<file path="config.mk">
export PLATFORM = sky130hd
export DESIGN_NAME = pwm_unit
export DESIGN_NICKNAME = d
export VERILOG_FILES = /design/src/design/pwm_pkg.sv /design/src/design/pwm_timebase.sv /design/src/design/pwm_unit.sv
export SDC_FILE = /design/constraint.sdc
export NUM_CORES = 1
export LEC_CHECK = 0
export BUFFER_PORTS_ARGS = -buffer_cell sky130_fd_sc_hd__buf_2
export CAP_MARGIN = 20
export CORE_MARGIN = 2
export CORE_UTILIZATION = 60
export DETAILED_ROUTE_END_ITERATION = 10
export PLACE_DENSITY = 0.78
export SLEW_MARGIN = 20
export SYNTH_ARGS = -nofsm -noshare
export SYNTH_HDL_FRONTEND = slang
export SYNTH_SLANG_ARGS = --single-unit
</file>
<file path="constraint.sdc">
create_clock -name clk_i -period 2.1 [get_ports clk_i]
set_input_delay 0.42 -clock clk_i [delete_from_list [all_inputs] [get_ports clk_i]]
set_output_delay 0.42 -clock clk_i [all_outputs]
set_load 0.02 [all_outputs]
</file>
<file path="src/design/pwm_pkg.sv">
// constants for the capture/compare/pwm unit in pwm mode
// assumes an 8-bit register port and a 50 MHz system clock
package pwm_pkg;
    // register indexes on the plain register port
    localparam logic [3:0] ADDR_TB_A_COUNT = 4'h0;
    localparam logic [3:0] ADDR_TB_A_PERIOD = 4'h1;
    localparam logic [3:0] ADDR_TB_A_CONTROL = 4'h2;
    localparam logic [3:0] ADDR_TB_B_COUNT = 4'h3;
    localparam logic [3:0] ADDR_TB_B_PERIOD = 4'h4;
    localparam logic [3:0] ADDR_TB_B_CONTROL = 4'h5;
    localparam logic [3:0] ADDR_U4_DUTY_LOW = 4'h6;
    localparam logic [3:0] ADDR_U4_DUTY_HIGH = 4'h7;
    localparam logic [3:0] ADDR_U5_DUTY_LOW = 4'h8;
    localparam logic [3:0] ADDR_U5_DUTY_HIGH = 4'h9;
    localparam logic [3:0] ADDR_U4_CONTROL = 4'hA;
    localparam logic [3:0] ADDR_U5_CONTROL = 4'hB;
    localparam logic [3:0] ADDR_OPEN_DRAIN = 4'hC;
    localparam logic [3:0] ADDR_TB_ASSIGN = 4'hD;
    // timebase control fields
    localparam int PRESCALE_LSB = 0;
    localparam int RUN_BIT = 2;
    localparam int POSTSCALE_LSB = 3;
    localparam logic [7:0] TB_CONTROL_MASK = 8'h7F;
    // unit control fields
    localparam int DUTY_LOW_BITS_LSB = 4;
    localparam int MODE_LSB = 0;
    localparam logic [7:0] UNIT_CONTROL_MASK = 8'h3F;
    localparam logic [1:0] MODE_PWM_TOP = 2'h3;
    // open-drain select bits
    localparam int OD_UNIT_FOUR_BIT = 3;
    localparam int OD_UNIT_FIVE_BIT = 4;
    localparam logic [7:0] OPEN_DRAIN_MASK = 8'h1F;
    localparam logic [7:0] RESET_BYTE = 8'h00;
    localparam logic [7:0] PERIOD_RESET = 8'hFF;
    // each timer increment is four oscillator phases
    localparam int PHASES_PER_TICK = 4;
    localparam logic [1:0] PRESCALE_DIV1 = 2'h0;
    localparam logic [1:0] PRESCALE_DIV4 = 2'h1;
endpackage

</file>
<file path="src/design/pwm_timebase.sv">
// one 8-bit pwm timebase: prescaler, counter, period match, postscaler
// assumes clk_i is the oscillator; ce_i freezes it
`timescale 1ns/1ps
module pwm_timebase
    import pwm_pkg::*;
(
    // clock and reset
    input wire logic clk_i,
    input wire logic rst_i,
    input wire logic ce_i,
    // software access
    input wire logic count_we_i,
    input wire logic control_we_i,
    input wire logic [7:0] wdata_i,
    input wire logic [7:0] period_i,
    input wire logic [7:0] control_i,
    // timebase state
    output logic [7:0] count_o,
    output logic [1:0] fine_o,
    output logic restart_o,
    output logic post_event_o
);
    typedef struct packed {
        logic [1:0] phase;
        logic [3:0] pre;
        logic [7:0] count;
        logic [3:0] post;
        logic post_event;
    } tb_state_t;

    tb_state_t cur_ff, nxt_ff;
    logic [1:0] presc;
    logic tick;
    logic run;

    always_comb begin
        presc = control_i[PRESCALE_LSB +: 2];
        run = control_i[RUN_BIT];
        tick = 1'b0;
        if (cur_ff.phase == 2'(PHASES_PER_TICK - 1)) begin
            case (presc)
                PRESCALE_DIV1: tick = 1'b1;
                PRESCALE_DIV4: tick = (cur_ff.pre[1:0] == 2'h3);
                default: tick = (cur_ff.pre == 4'hF);
            endcase
        end
    end

    // restart fires on the increment after count equals period
    assign restart_o = run && tick && (cur_ff.count == period_i);
    assign count_o = cur_ff.count;
    // low two compare bits: phase at 1:1, prescaler bits otherwise
    assign fine_o = (presc == PRESCALE_DIV1) ? cur_ff.phase
                  : (presc == PRESCALE_DIV4) ? cur_ff.pre[1:0] : cur_ff.pre[3:2];
    assign post_event_o = cur_ff.post_event;

    always_comb begin
        nxt_ff = cur_ff;
        nxt_ff.post_event = 1'b0;
        if (run) begin
            nxt_ff.phase = cur_ff.phase + 2'h1;
            if (cur_ff.phase == 2'(PHASES_PER_TICK - 1)) begin
                nxt_ff.pre = tick ? 4'h0 : cur_ff.pre + 4'h1;
            end
        end
        if (tick && run) begin
            if (restart_o) begin
                nxt_ff.count = 8'h00;
                // postscaler counts periods only; it never gates restart
                if (cur_ff.post == control_i[POSTSCALE_LSB +: 4]) begin
                    nxt_ff.post = 4'h0;
                    nxt_ff.post_event = 1'b1;
                end else begin
                    nxt_ff.post = cur_ff.post + 4'h1;
                end
            end else begin
                nxt_ff.count = cur_ff.count + 8'h01;
            end
        end
        if (control_we_i) begin
            nxt_ff.pre = 4'h0;
            nxt_ff.post = 4'h0;
        end
        if (count_we_i) begin
            nxt_ff.count = wdata_i;
            nxt_ff.pre = 4'h0;
        end
    end

    always_ff @(posedge clk_i) begin
        if (rst_i) begin
            cur_ff <= '0;
        end else if (ce_i) begin
            cur_ff <= nxt_ff;
        end
    end
endmodule

</file>
<file path="src/design/pwm_unit.sv">
// What this block does
// period is (period+1) times four oscillator clocks times prescale
// count equal to period clears the counter on the next increment
// output goes high at each restart unless duty is zero
// restart copies the written duty into the active duty buffer
// postscaler never affects pwm period or frequency
// duty is ten bits: low byte register high, control bits 5:4 low
// high time is duty times one oscillator clock times prescale
// duty writes take effect only after the current period ends
// in pwm mode the duty high byte ignores software writes
// duty double-buffered in high byte plus a hidden two-bit latch
// output clears when active duty equals count with two fine bits
// duty beyond period never clears, output stays high all period
// software sets period, duty, direction, timer, then pwm mode
// prescaler divides by 1, 4 or 16 from its select field
// clearing unit control forces the unit output latch low
// software clears the port direction bit so the pin drives
// each unit takes its timebase from one of two timer pairs
// open-drain select drives low only, high left to a pull-up
//
// two pwm units on two shared timebases behind an 8-bit register port
// assumes single-cycle strobes from a master on clk_i
`timescale 1ns/1ps
module pwm_unit
    import pwm_pkg::*;
(
    // clock, reset, enable
    input wire logic clk_i,
    input wire logic rst_i,
    input wire logic ce_i,
    // register port
    input wire logic [3:0] addr_i,
    input wire logic [7:0] wdata_i,
    input wire logic wr_i,
    input wire logic rd_i,
    output logic [7:0] rdata_o,
    // port direction for the shared pins, 1 means input
    input wire logic [1:0] port_direction_i,
    // pwm pins, unit four is bit 0
    output logic [1:0] pwm_o,
    output logic [1:0] pwm_oe_o,
    // timer postscaler events
    output logic [1:0] post_event_o
);
    typedef struct packed {
        logic [1:0][7:0] period;
        logic [1:0][7:0] tb_control;
        logic [1:0][7:0] duty_low;
        logic [1:0][7:0] duty_high;
        logic [1:0][1:0] duty_hidden;
        logic [1:0][7:0] unit_control;
        logic [7:0] open_drain;
        logic [1:0] assign_b;
        logic [1:0] out_latch;
        logic [1:0] restart_d;
        logic [7:0] rdata;
    } unit_state_t;

    unit_state_t cur_ff, nxt_ff;
    logic [1:0][7:0] tb_count;
    logic [1:0][1:0] tb_fine;
    logic [1:0] tb_restart;
    logic [1:0] count_we;
    logic [1:0] control_we;
    logic [1:0] is_pwm;
    logic [1:0] sel_restart;
    logic [1:0][9:0] sel_count;
    logic [1:0][9:0] duty_active;
    logic [1:0][9:0] duty_written;
    logic [1:0] od_bit;

    function automatic logic pwm_mode(input logic [7:0] ctl);
        pwm_mode = (ctl[MODE_LSB + 2 +: 2] == MODE_PWM_TOP);
    endfunction

    function automatic logic [7:0] read_map(input logic [3:0] a, input unit_state_t s,
                                           input logic [1:0][7:0] cnt);
        case (a)
            ADDR_TB_A_COUNT: read_map = cnt[0];
            ADDR_TB_A_PERIOD: read_map = s.period[0];
            ADDR_TB_A_CONTROL: read_map = s.tb_control[0];
            ADDR_TB_B_COUNT: read_map = cnt[1];
            ADDR_TB_B_PERIOD: read_map = s.period[1];
            ADDR_TB_B_CONTROL: read_map = s.tb_control[1];
            ADDR_U4_DUTY_LOW: read_map = s.duty_low[0];
            ADDR_U4_DUTY_HIGH: read_map = s.duty_high[0];
            ADDR_U5_DUTY_LOW: read_map = s.duty_low[1];
            ADDR_U5_DUTY_HIGH: read_map = s.duty_high[1];
            ADDR_U4_CONTROL: read_map = s.unit_control[0];
            ADDR_U5_CONTROL: read_map = s.unit_control[1];
            ADDR_OPEN_DRAIN: read_map = s.open_drain;
            ADDR_TB_ASSIGN: read_map = {6'h00, s.assign_b};
            default: read_map = RESET_BYTE;
        endcase
    endfunction

    genvar g;
    generate
        for (g = 0; g < 2; g++) begin : gen_tb
            assign count_we[g] = wr_i && (addr_i == ADDR_TB_A_COUNT + 4'(3 * g));
            assign control_we[g] = wr_i && (addr_i == ADDR_TB_A_CONTROL + 4'(3 * g));
            pwm_timebase u_tb (
                .clk_i(clk_i),
                .rst_i(rst_i),
                .ce_i(ce_i),
                .count_we_i(count_we[g]),
                .control_we_i(control_we[g]),
                .wdata_i(wdata_i),
                .period_i(cur_ff.period[g]),
                .control_i(cur_ff.tb_control[g]),
                .count_o(tb_count[g]),
                .fine_o(tb_fine[g]),
                .restart_o(tb_restart[g]),
                .post_event_o(post_event_o[g])
            );
        end
        for (g = 0; g < 2; g++) begin : gen_unit
            assign is_pwm[g] = pwm_mode(cur_ff.unit_control[g]);
            // each unit follows exactly one timebase
            assign sel_restart[g] = tb_restart[cur_ff.assign_b[g]];
            // count extended by two fine bits gives period in oscillator clocks times prescale
            assign sel_count[g] = {tb_count[cur_ff.assign_b[g]],
                                   tb_fine[cur_ff.assign_b[g]]};
            assign duty_active[g] = {cur_ff.duty_high[g], cur_ff.duty_hidden[g]};
            assign duty_written[g] = {cur_ff.duty_low[g],
                                      cur_ff.unit_control[g][DUTY_LOW_BITS_LSB +: 2]};
            assign od_bit[g] = cur_ff.open_drain[OD_UNIT_FOUR_BIT + g];
            // pin only drives when software made it an output
            assign pwm_oe_o[g] = !port_direction_i[g]
                && (!od_bit[g] || !cur_ff.out_latch[g]);
            assign pwm_o[g] = cur_ff.out_latch[g];
        end
    endgenerate

    assign rdata_o = cur_ff.rdata;

    always_comb begin
        nxt_ff = cur_ff;
        nxt_ff.rdata = rd_i ? read_map(addr_i, cur_ff, tb_count) : RESET_BYTE;
        for (int u = 0; u < 2; u++) begin
            // the set trails the restart by one clock, as the registered clear
            // trails the match, so high time is exactly duty times prescale clocks
            nxt_ff.restart_d[u] = sel_restart[u] && is_pwm[u];
            if (!is_pwm[u]) begin
                nxt_ff.out_latch[u] = 1'b0;
            end else begin
                if (sel_restart[u]) begin
                    // new duty takes effect only at the period boundary
                    nxt_ff.duty_high[u] = duty_written[u][9:2];
                    nxt_ff.duty_hidden[u] = duty_written[u][1:0];
                end
                if (cur_ff.restart_d[u]) begin
                    nxt_ff.out_latch[u] = (duty_active[u] != 10'h000);
                end else if (duty_active[u] == sel_count[u]) begin
                    // a duty above the period never matches, so the pin stays high
                    nxt_ff.out_latch[u] = 1'b0;
                end
            end
        end
        if (wr_i) begin
            case (addr_i)
                ADDR_TB_A_PERIOD: nxt_ff.period[0] = wdata_i;
                ADDR_TB_A_CONTROL: nxt_ff.tb_control[0] = wdata_i & TB_CONTROL_MASK;
                ADDR_TB_B_PERIOD: nxt_ff.period[1] = wdata_i;
                ADDR_TB_B_CONTROL: nxt_ff.tb_control[1] = wdata_i & TB_CONTROL_MASK;
                ADDR_U4_DUTY_LOW: nxt_ff.duty_low[0] = wdata_i;
                ADDR_U5_DUTY_LOW: nxt_ff.duty_low[1] = wdata_i;
                ADDR_U4_DUTY_HIGH: begin
                    if (!is_pwm[0]) begin
                        nxt_ff.duty_high[0] = wdata_i;
                    end
                end
                ADDR_U5_DUTY_HIGH: begin
                    if (!is_pwm[1]) begin
                        nxt_ff.duty_high[1] = wdata_i;
                    end
                end
                ADDR_U4_CONTROL: begin
                    nxt_ff.unit_control[0] = wdata_i & UNIT_CONTROL_MASK;
                    if (wdata_i == RESET_BYTE) begin
                        nxt_ff.out_latch[0] = 1'b0;
                    end
                end
                ADDR_U5_CONTROL: begin
                    nxt_ff.unit_control[1] = wdata_i & UNIT_CONTROL_MASK;
                    if (wdata_i == RESET_BYTE) begin
                        nxt_ff.out_latch[1] = 1'b0;
                    end
                end
                ADDR_OPEN_DRAIN: nxt_ff.open_drain = wdata_i & OPEN_DRAIN_MASK;
                ADDR_TB_ASSIGN: nxt_ff.assign_b = wdata_i[1:0];
                default: nxt_ff.rdata = nxt_ff.rdata;
            endcase
        end
    end

    always_ff @(posedge clk_i) begin
        if (rst_i) begin
            cur_ff <= '0;
            cur_ff.period <= {PERIOD_RESET, PERIOD_RESET};
        end else if (ce_i) begin
            cur_ff <= nxt_ff;
        end
    end

    // checks
    a_restart_sets_pin: assert property (@(posedge clk_i) disable iff (rst_i)
        ce_i && is_pwm[0] && cur_ff.restart_d[0] && duty_active[0] != 10'h000
        && !(wr_i && addr_i == ADDR_U4_CONTROL) |=> pwm_o[0])
        else $error("pin not set at restart");
    a_zero_duty_low: assert property (@(posedge clk_i) disable iff (rst_i)
        ce_i && cur_ff.restart_d[0] && duty_active[0] == 10'h000 |=> !pwm_o[0])
        else $error("pin set with zero duty");
    a_duty_latched: assert property (@(posedge clk_i) disable iff (rst_i)
        ce_i && is_pwm[0] && sel_restart[0]
        |=> duty_active[0] == $past(duty_written[0]))
        else $error("duty not latched at restart");
    a_duty_held: assert property (@(posedge clk_i) disable iff (rst_i)
        ce_i && is_pwm[0] && !sel_restart[0] |=> $stable(duty_active[0]))
        else $error("active duty changed mid period");
    a_high_readonly: assert property (@(posedge clk_i) disable iff (rst_i)
        ce_i && is_pwm[1] && wr_i && addr_i == ADDR_U5_DUTY_HIGH && !sel_restart[1]
        |=> $stable(cur_ff.duty_high[1]))
        else $error("duty high byte written in pwm mode");
    a_match_clears: assert property (@(posedge clk_i) disable iff (rst_i)
        ce_i && is_pwm[0] && !cur_ff.restart_d[0] && duty_active[0] == sel_count[0]
        |=> !pwm_o[0])
        else $error("pin not cleared at duty match");
    a_control_clear: assert property (@(posedge clk_i) disable iff (rst_i)
        ce_i && wr_i && addr_i == ADDR_U5_CONTROL && wdata_i == 8'h00 |=> !pwm_o[1])
        else $error("control clear left pin high");
    a_open_drain: assert property (@(posedge clk_i) disable iff (rst_i)
        od_bit[0] && pwm_o[0] |-> !pwm_oe_o[0])
        else $error("open drain drove high");
    a_counter_wrap: assert property (@(posedge clk_i) disable iff (rst_i)
        ce_i && tb_restart[0] && !count_we[0] |=> tb_count[0] == 8'h00)
        else $error("counter not cleared after period match");
    c_restart: cover property (@(posedge clk_i) sel_restart[0] && is_pwm[0]);
    c_match: cover property (@(posedge clk_i) $fell(pwm_o[0]));
    c_unit_b_tb: cover property (@(posedge clk_i) cur_ff.assign_b[1] && $rose(pwm_o[1]));
    c_hold_high: cover property (@(posedge clk_i) pwm_o[0] && sel_restart[0]);
endmodule

</file>
## Word level (Yosys, flattened, before mapping)

Cells that the tools add are included.

| storage, ports and cells | value |
|---|---|
| flip-flop bits (word level) | 135 |
| output and inout bits | 14 |

| operators by class | value |
|---|---|
| reductions and logical operators | 56 |
| muxes and demuxes | 64 |
| magnitude comparators | 2 |
| eq/ne operators | 29 |
| $add $sub $neg | 8 |

Operators with widths:

| cell | count |
|---|---|
| two-way mux 8 bit | 15 |
| one-hot mux 8 bit (14 select lines) | 1 |
| two-way mux 4 bit | 12 |
| AND reduction 3 bit | 16 |
| == test 4 bit (second input constant) | 8 |
| two-way mux 13 bit | 2 |
| two-way mux 12 bit | 2 |
| == test 10 bit | 2 |
| nonzero test 10 bit | 2 |
| two-way mux 1 bit | 18 |
| two-way mux 2 bit | 9 |
| adder 4 x 1 -> 4 bit (second input constant) | 4 |
| adder 8 x 1 -> 8 bit (second input constant) | 2 |
| == test 4 x 3 -> 1 bit (second input constant) | 4 |
| == test 8 bit | 2 |
| two-way mux 16 bit | 1 |
| == test 2 bit (second input constant) | 6 |
| logical AND 1 bit | 12 |
| nonzero test 2 bit | 6 |
| nonzero test 3 bit | 4 |
| two-way mux 5 bit | 2 |
| == test 4 x 2 -> 1 bit (second input constant) | 2 |
| == test 4 bit | 2 |
| logical NOT 8 bit | 1 |
| 10 further kinds | 24 |

## Longest topological paths before layout

Gate-level depths: netlist of the first run.

| depth | value |
|---|---|
| depth after elaboration | 12 |
| gate-level depth with buffers | 9 |

## Cells and area by module

Synthesis of the first run repeated with hierarchy kept, for this count alone.

| unflattened totals | value |
|---|---|
| cell total of the unflattened synthesis | 917 |
| area total of the unflattened synthesis | 7976.4 um2 |

By module, submodules not included:

| module | sequential area each (um2) | instances | cells an instance | area an instance (um2) |
|---|---|---|---|---|
| pwm_unit | 1941.9 | 1 | 597 | 5368.9 |
| pwm_timebase | 380.4 | 2 | 160 | 1303.8 |

## Least setup slack after synthesis of the first run

OpenSTA, ideal clock, no wires.

| timing path | value |
|---|---|
| kind | register -> register |
| start | register gen_tb[0].u_tb.cur_ff[13] (netlist bit) |
| end | register gen_tb[0].u_tb.cur_ff, in the netlist gen_tb[0].u_tb.count_o[2] |
| arrival time | 1.752 ns |
| data required time | 1.983 ns |
| period minus slack after synthesis | 1.870 ns |
| slack | 0.230 ns |
| cell stages (with the launch flop) | 9 |
| cell sequence | dfxtp_1 ha_1 nand3_1 a221oi_2 buf_4 nor2_1 nor2_1 o21ai_1 a32o_1 |

| between the ends | value |
|---|---|
| longest elaborated chain between the ends | 8 |

Ends and longest elaborated chain:

| what | line | text |
|---|---|---|
| start, declared | pwm_timebase.sv:31 | `tb_state_t cur_ff, nxt_ff;` |
| start signal, assigned | pwm_timebase.sv:94 | `cur_ff <= nxt_ff;` |
| == test 4 bit / == test 2 bit (equally long branches) | pwm_timebase.sv:44, pwm_timebase.sv:43 |  |
| one-hot mux 1 bit (2 select lines) * | pwm_timebase.sv:41 | `case (presc)` |
| two-way mux 1 bit * | pwm_timebase.sv:40 | `if (cur_ff.phase == 2'(PHASES_PER_TICK - 1)) begin` |
| logical AND 1 bit * | pwm_timebase.sv:50, pwm_timebase.sv:66 |  |
| logical AND 1 bit | pwm_timebase.sv:50 | `assign restart_o = run && tick && (cur_ff.count == period_i);` |
| two-way mux 8 bit | pwm_timebase.sv:67 | `if (restart_o) begin` |
| two-way mux 13 bit | pwm_timebase.sv:66 | `if (tick && run) begin` |
| two-way mux 12 bit | pwm_timebase.sv:84 | `if (count_we_i) begin` |

Every way passes the cells marked *; elsewhere a longest branch is shown, timed or not. The select of a mux whose other input is x is not followed.
A chain may end at the register's enable or synchronous reset.

## Worst setup path in the final report of the first run

| timing path | value |
|---|---|
| start | register gen_tb[1].u_tb.cur_ff[13] (netlist bit) |
| end | register cur_ff[54] (netlist bit) |

| between the ends | value |
|---|---|
| longest elaborated chain between the ends | 12 |

Ends and longest elaborated chain:

| what | line | text |
|---|---|---|
| start, declared | pwm_timebase.sv:31 |  |
| start signal, assigned | pwm_timebase.sv:94 |  |
| == test 4 bit / == test 2 bit (equally long branches) | pwm_timebase.sv:44, pwm_timebase.sv:43 |  |
| one-hot mux 1 bit (2 select lines) * | pwm_timebase.sv:41 |  |
| two-way mux 1 bit * | pwm_timebase.sv:40 |  |
| logical AND 1 bit * (2 in a row) | pwm_timebase.sv:50 |  |
| two-way mux 1 bit (not written as such) * (2 in a row) | pwm_unit.sv:120 | `assign sel_restart[g] = tb_restart[cur_ff.assign_b[g]];` |
| two-way mux 8 bit * | pwm_unit.sv:147 | `if (sel_restart[u]) begin` |
| two-way mux 8 bit * | pwm_unit.sv:144 | `if (!is_pwm[u]) begin` |
| two-way mux 8 bit | pwm_unit.sv:174 | `if (!is_pwm[1]) begin` |
| two-way mux 8 bit | pwm_unit.sv:161 | `case (addr_i)` |
| two-way mux 16 bit * | pwm_unit.sv:160 | `if (wr_i) begin` |
| end signal, assigned | pwm_unit.sv:202 | `cur_ff <= nxt_ff;` |
| end, declared | pwm_unit.sv:59 | `unit_state_t cur_ff, nxt_ff;` |

Marks and branches as above.

==> results of run 1 <==
[worst max-delay path, stage by stage (launching register included)]
cell	delay, ns
sky130_fd_sc_hd__dfxtp_1	0.34
sky130_fd_sc_hd__ha_1	0.27
sky130_fd_sc_hd__o211ai_4	0.40
sky130_fd_sc_hd__nor4_2	0.10
sky130_fd_sc_hd__a31oi_2	0.30
sky130_fd_sc_hd__buf_4	0.27
sky130_fd_sc_hd__nand3b_1	0.14
sky130_fd_sc_hd__o211ai_1	0.11
[cells in the final DEF (no fill, tap or decap), types with 10 or more instances in the layout]
master                      instances
sky130_fd_sc_hd__o211ai_1          17
sky130_fd_sc_hd__dfxtp_1          135
sky130_fd_sc_hd__a21oi_1           54
sky130_fd_sc_hd__xnor2_1           19
sky130_fd_sc_hd__mux2i_1           92
sky130_fd_sc_hd__nor3_1            10
sky130_fd_sc_hd__clkbuf_16         17
sky130_fd_sc_hd__a22oi_1           22
sky130_fd_sc_hd__nor4_1            11
sky130_fd_sc_hd__buf_2             31
sky130_fd_sc_hd__nor2_1            90
sky130_fd_sc_hd__and3_1            18
sky130_fd_sc_hd__buf_4            120
sky130_fd_sc_hd__xor2_1            31
sky130_fd_sc_hd__o21ai_0           24
sky130_fd_sc_hd__nand3_1           52
sky130_fd_sc_hd__nand2_1           84
sky130_fd_sc_hd__nand4_1           19
[cells by family (layout without fill, tap and decap cells)]
family          after synthesis  after routing  share of synthesized area
fa+ha+maj                     8              8                     0.0122
buf+inv                      97            202                     0.0636
xor+xnor                     54             54                     0.0615
flops                       135            135                      0.330
compound gates              189            189                      0.160
simple gates                357            357                      0.237
mux                         104            104                      0.135
[power by group]
part / leakage [nW] / internal (W) / switching (W)
clock: 0.290 / 0.00190 / 0.00117
sequential: 1.09 / 0.00258 / 0.0000296
combinational: 2.29 / 0.000212 / 0.000388
total: 3.67 / 0.00469 / 0.00159
[worst min-delay path by stage]
stage / startpoint / to / slack (ns) / cells past startpoint
4_1_cts: rst_i / rdata_o[3] / 0.26 / 2
6_report: rst_i / rdata_o[3] / 0.27 / 2
5_1_grt: rst_i / cur_ff[15] / 0.27 / 2
3_5_place_dp: gen_tb[1].u_tb.post_event_o / gen_tb[1].u_tb.post_event_o / 0.45 / 2
3_3_place_gp: gen_tb[1].u_tb.post_event_o / gen_tb[1].u_tb.post_event_o / 0.44 / 2
2_1_floorplan: gen_tb[1].u_tb.post_event_o / gen_tb[1].u_tb.post_event_o / 0.43 / 2
[sequential cells by signal (all words and copies together), names as in the netlist]
signal	count
pwm_o	2
gen_tb.u_tb.count_o	16
rdata_o	8
cur_ff	87
gen_tb.u_tb.cur_ff	20
gen_tb.u_tb.post_event_o	2
[cell type report]
cell class	instances	area, µm²	area share
Sequential cell	135	2700	0.277
Multi-Input combinational cell	712	4970	0.509
Clock inverter	12	151	0.0155
Tap cell	176	220	0.0225
Timing Repair Buffer	160	1240	0.127
Clock buffer	20	447	0.0457
Inverter	10	37.5	0.00384
[timing repair]
item | CTS | global route
resized for setup | 1 | 2
setup endpoints to repair | 1 | 27
pin swaps | 0 | 1
setup buffers | 0 | 4
[metrics by stage]
step           hold slack (ns)  TNS, ns  cell area, µm²
2_1_floorplan            0.432        0            8180
3_3_place_gp             0.437  -0.0334            9130
3_5_place_dp             0.453  -0.0941            9130
4_1_cts                  0.259        0            9730
5_1_grt                  0.273   -0.248            9770
6_report                 0.275        0            9770
[metal layers]
| metal | vias up | part of all wire |
|---|---|---|
| met5 | - | 0 |
| met4 | 0 | 0.048 |
| met3 | 104 | 0.12 |
| met2 | 565 | 0.44 |
| met1 | 3887 | 0.40 |
| li1 | 3645 | - |
==> results.txt, run 1 <==
The logs give 42 for the number of cell rows and 0.42 ns for the clock insertion delay at the later pin of the skew report. The data required time at the worst endpoint is 2.39 ns, and the worst reg-to-reg path cell count is 7. STA puts the critical path data arrival time at 2.36 ns.

The tools report the number of unique standard cell types used by synthesis as 86. The CTS root buffer is sky130_fd_sc_hd__clkbuf_16. Tracing the worst setup path back leads to its startpoint at gen_tb[1].u_tb.cur_ff[13]. The total area inside the core boundary comes to 0.0133 mm².

The critical path in this run is classified as reg2reg. Overall power consumption after layout is estimated at 0.00628 W. Following the worst setup path forward leads to its endpoint at cur_ff[54].

The tool flagged a number of max-cap violations equal to 0. The slew of the pin with the lowest slew margin works out to 0.643 ns. The count of hold-fix buffers inserted at cts is 0. The first global-routing pass estimated 45600 µm of wire. After global routing the overflow that remains totals 0. After clock tree synthesis, the clock-pin slew on the worst setup and hold paths is 0.06 ns.

Path type of the worst min-delay path: in2reg. In this run the register-to-register setup slack is 0.03 ns. For this run, the detailed router's first-pass iteration total came to 7. The die is 121 µm wide.

The run finished with clean final reports. After synthesis the netlist holds a flip-flop and latch count of 135. The share of synthesized registers carrying an async set or reset is 0. The clock drives 135 sinks.

After synthesis the cells add up to 0.00818 mm². In this run the power density over the cells is 643 mW/mm². The startpoint identified for the worst register-to-register timing path is gen_tb[1].u_tb.cur_ff[13].

The die is 121 µm tall. Counting I/O delays and the setup requirement, the final critical path takes 2.07 ns. In this run the count of I/O pins placed on the die edge is 33. For the met1 capacity usage during global routing, the log shows 0.550.

Yosys attributes the largest share of cell area to sky130_fd_sc_hd__dfxtp_1 (33%), sky130_fd_sc_hd__mux2i_1 (11%), sky130_fd_sc_hd__nor2_1 (4.1%). The number of instances in the synthesized netlist is 944. The met2 track demand over resource in global routing is 0.642, and the number of global-route vias before repair is 7699. The final count of hold timing violations is 0. TritonCTS built the clock tree.

The tools report the number of slew-limit violations in the final report as 0. In this run the most used layer during global routing was met2. The run gives 1189 as the cell count after placement.

The tools report the critical path capture point type as a flip-flop. Once routing completed, OpenROAD measured the worst setup slack at 0.0317 ns. The detail route stage leaves a number of antenna-violating nets equal to 0.

Share of the clock period used by the worst path: 0.985. From synthesis to final layout, the design area changed by 19.4%. The buffer depth of the longest clock path is 2, and the via count normalized by instance count is 6.69.

A synthesized cell averages 8.67 µm². The worst setup path is launched from a flip-flop. For the overall routed net length, the log shows 30000 µm. Setup repair after global routing could not meet its margin everywhere. The pin count of the biggest net entering global routing is 46. Before CTS, the worst setup slack after placement is -0.0265 ns. Setup violations remaining at the end of the flow were counted as 0. The tools report the leakage power figure as 3.67 nW. Once detailed placement completed, the half-perimeter wirelength came to 21800 µm. Share of layout cells above drive strength 1: 0.233. The die covers 0.0146 mm².

The tools report the final core utilization as 0.735. The tools report the global placement routability congestion as 1.07. Across the VDD grid, the largest voltage drop is 814 µV. For the net count of the finished layout, the log shows 1063. TritonCTS created 17 clock buffers. The routed wire length per instance was 24.5 µm; the count of inserted antenna diode cells was 0. The sequential area share after synthesis was 0.330. In the post-synthesis netlist, the cell with the most instances is sky130_fd_sc_hd__dfxtp_1.

The number of buffer cells added on primary ports is 32, and the maximum fanout count along the critical path is 16. The starting utilization of the core area was 0.615. The endpoint identified for the worst register-to-register timing path is cur_ff[54]. In this run, synthesis inferred 0 flip-flops with an integrated enable. Number of cells in the finished layout apart from fillers: 1225. In the synthesized netlist, the cells that appear most often are sky130_fd_sc_hd__dfxtp_1 (135), sky130_fd_sc_hd__mux2i_1 (92), sky130_fd_sc_hd__nor2_1 (90). The initial antenna violation count was 0. The filler cells instantiated in the layout total 1014. The tools report the highest attainable clock frequency as 483 MHz.

The tools report the routing usage on met3 as 0.113. The share of Yosys cell area claimed by the top area cell type was 0.330; the DRC marker count from the first detailed-route iteration was 1046. The count of warnings emitted by yosys was 0; the global routing usage summed across all routing layers was 0.419. Summing over every cut layer, the via total after detailed routing is 8201. The largest total area in the synthesized netlist belongs to sky130_fd_sc_hd__dfxtp_1. The relative slew slack is 0.571. The number of H-tree branching levels is 4.

Counting every net in the synthesized netlist gives 971. Most common flop cell mapped by yosys: sky130_fd_sc_hd__dfxtp_1. The clock skew after layout came out at 0.00529 ns. The final routed DRC violation total is 0.
Note: power is estimated with default switching activity, not from simulation.
==> inputs of run 2 (changes only) <==
--- a/config.mk
+++ b/config.mk
@@ -11,6 +11,7 @@
 export CORE_UTILIZATION = 60
 export DETAILED_ROUTE_END_ITERATION = 10
 export PLACE_DENSITY = 0.78
+export SETUP_SLACK_MARGIN = 0.3
 export SLEW_MARGIN = 20
 export SYNTH_ARGS = -nofsm -noshare
 export SYNTH_HDL_FRONTEND = slang
==> constraint.sdc (replaced) <==
create_clock -name clk_i -period 2.04 [get_ports clk_i]
set_input_delay 0.408 -clock clk_i [delete_from_list [all_inputs] [get_ports clk_i]]
set_output_delay 0.408 -clock clk_i [all_outputs]
set_load 0.02 [all_outputs]
==> results.txt, run 2 (synthesized netlist as in run 1, its figures left out) <==
The register with the most flip-flops was cur_ff. The area growth from synthesis to layout is 30.8%. Highest attainable clock frequency: 524 MHz.

The finished layout holds 1245 standard cells, fillers aside. The share of the clock period used by the worst path is 0.935. The number of hold buffers added after CTS was 0. Buffers inserted during clock tree synthesis total 17. IR analysis of the VDD net gives a maximum drop of 660 µV. After global routing, the most crowded layer is met2.

The filler cells instantiated in the layout total 842. For the worst-skew pair, the clock arrives at the later sink with an insertion delay of 0.44 ns. After the last flow step, the layout net total stands at 1083. The register with the most flip-flops in the layout has 87 of them.

Timing analysis after detailed placement gives a worst setup slack of -0.0846 ns. Setup repair after global routing could not meet its margin everywhere. The number of slew-limit violations in the final report was 0. In the final routed layout, each cell accounts on average for 26.2 µm. The routed design has 32600 µm of wire. The analysis attributes to cell leakage a power of 3.98 nW. Of all nets on the critical path, the largest fanout is 6. The tools report the clock network fraction of total power as 0.501. The detail route stage leaves a number of antenna-violating nets equal to 0. The run gives 8554 as the total number of vias.

The first global-routing pass estimated 47500 µm of wire. Once routing completed, OpenROAD measured the worst setup slack at 0.133 ns. Max-cap violations in this run came to 0.

The global placement routability congestion was 1.05; the via count normalized by instance count was 6.87. Path type of the worst min-delay path: in2reg. The internal cell power came out at 0.00499 W. In the layout the commonest cells are sky130_fd_sc_hd__buf_4 (118), sky130_fd_sc_hd__dfxtp_1 (99), sky130_fd_sc_hd__mux2i_1 (85), sky130_fd_sc_hd__nor2_1 (81), sky130_fd_sc_hd__nand2_1 (77). At the worst endpoint, the required time is 2.37 ns. Share of layout cells above drive strength 1: 0.355. The clock period minus worst slack works out to 1.91 ns. The vertical die dimension came out at 121 µm. The floorplan step defined a die boundary enclosing 0.0146 mm². The worst setup slack for register-to-register paths came out at 0.13 ns. Entering global routing, the biggest net connects 52 pins. The run gives 1 as the initial antenna violation count.

In this run the power density over the cells is 628 mW/mm². The sequential fraction of design power was 0.398; the starting utilization of the core area was 0.615. Summed over all nets, the half-perimeter wirelength after detailed placement is 21500 µm. CTS root buffer: sky130_fd_sc_hd__clkbuf_16.

The final count of hold timing violations is 0, and the number of buffer cells added on primary ports is 32. The pre-antenna-repair detailed-routing pass consisted of 5 iterations. The fraction of power spent switching nets was 0.258; the slew of the pin with the lowest slew margin was 0.651 ns. STA classifies the critical path startpoint as a flip-flop. The number of global-route vias before repair is 8005. Data on the critical path arrives at its endpoint at 2.23 ns.

The clock-pin slew of the registers on the worst-case setup and hold paths works out to 0.06 ns. The library cell used most frequently in the layout, excluding fill and tap cells, is sky130_fd_sc_hd__buf_4. After routing, the total negative slack on setup checks comes to 0 ns. The relative slew slack is 0.564. Between clock sinks in the finished design, the worst skew comes to 0.00923 ns. STA classifies the critical path endpoint as a flip-flop.

Counting tap cells, the placed design contains a total of 1190 instances. The logs give 4 for the number of H-tree branching levels and 1282 for the DRC marker count from the first detailed-route iteration. 33 I/O pins were placed. The die width came out at 121 µm. The floorplan step defined a core boundary enclosing 0.0133 mm². The critical path is of the reg2reg type. For the final routed DRC violation total, the log shows 0.

The number of failing setup endpoints in the final timing report is 0. Met2 track demand over resource in global routing: 0.646. On the final layout, the worst hold slack is 0.449 ns. The number of antenna diodes in the final layout is 0. The floorplan has 42 rows. The met1 capacity usage during global routing was 0.577. TritonCTS built the clock tree. Counting along the longest clock path gives a buffer depth of 2. The flow ran to the end, and the final reports show no timing, DRC or antenna violations. For the sink count of the clock tree, the log shows 135. The routing usage on met3 is 0.0976, and the combinational share of power is 0.101.

The logs give 0.00173 W for the switching power total and 0.435 for the global routing usage summed across all routing layers. For this run the aggregate overflow at the end of global routing stands at 0.
-- run 2: changes by cell type in the layout (fill, tap and decap cells not counted), moves of 7 or more --
cell / before / now
sky130_fd_sc_hd__dfxtp_1: 135 / 99
sky130_fd_sc_hd__nor2_1: 90 / 81
sky130_fd_sc_hd__mux2i_1: 92 / 85
sky130_fd_sc_hd__xnor2_1: 19 / 12
sky130_fd_sc_hd__nand3_1: 52 / 43
sky130_fd_sc_hd__dfxtp_2: 0 / 25
sky130_fd_sc_hd__nand3_2: 0 / 8
sky130_fd_sc_hd__nand2_1: 84 / 77
sky130_fd_sc_hd__dfxtp_4: 0 / 11
sky130_fd_sc_hd__buf_6: 0 / 16
-- run 2: final timing paths --
kind | start | end | depth (start not counted)
setup reg to reg | gen_tb[0].u_tb.cur_ff[14] | cur_ff[40] | 8
hold reg to reg | rdata_o[3] | rdata_o[3] | 2
setup / recovery | gen_tb[0].u_tb.cur_ff[14] | cur_ff[40] | 8
hold / removal | rst_i | cur_ff[69] | 3
-- run 2: final cells by class --
class                      count  area [µm²]  area share
timing repair buffer         179        1490       0.139
sequential                   135        2780       0.259
tap                          176         220      0.0206
clock buffer                  19         443      0.0414
clock inverter                13         193      0.0180
multi-input combinational    713        5540       0.518
inverter                      10        37.5     0.00351
-- run 2: critical path, cell delays in order (launching register included) --
cell and delay [ns]:
sky130_fd_sc_hd__dfxtp_4 0.37, sky130_fd_sc_hd__ha_4 0.16, sky130_fd_sc_hd__nand3_4 0.08, sky130_fd_sc_hd__a221oi_4 0.27
sky130_fd_sc_hd__buf_12 0.17, sky130_fd_sc_hd__buf_12 0.12, sky130_fd_sc_hd__a31oi_4 0.15, sky130_fd_sc_hd__nand2b_4 0.21
sky130_fd_sc_hd__a31o_2 0.25
-- run 2: power groups by stage --
stage	combinational [W]	sequential (W)	clock [W]
2_1_floorplan	0.000352	0.00273	0
3_3_place_gp	0.000608	0.00274	0
5_1_grt	0.000695	0.00268	0.00348
6_report	0.000679	0.00268	0.00336
4_1_cts	0.000625	0.00268	0.00335
3_5_place_dp	0.000613	0.00274	0
-- run 2: what timing repair did --
| action | in CTS | in global routing |
|---|---|---|
| resized for setup | 71 | 90 |
| cloned | 2 | 0 |
| endpoints found under the setup margin | 53 | 54 |
| pin swaps | 39 | 44 |
| buffers inserted | 11 | 10 |
-- run 2: metal layers --
metal | up-vias | part of all wire
met2 | 690 | 0.44
li1 | 3681 | -
met4 | 0 | 0.064
met1 | 4008 | 0.39
met3 | 175 | 0.11
met5 | - | 0
-- run 2: metrics by stage --
stage	total power, W	cell area, µm²	utilization
after CTS	0.00666	10300	0.773
after global routing	0.00685	10700	0.805
after floorplan	0.00308	8330	-
final	0.00672	10700	0.805
after global placement	0.00335	9250	0.696
after detailed placement	0.00336	9250	0.696
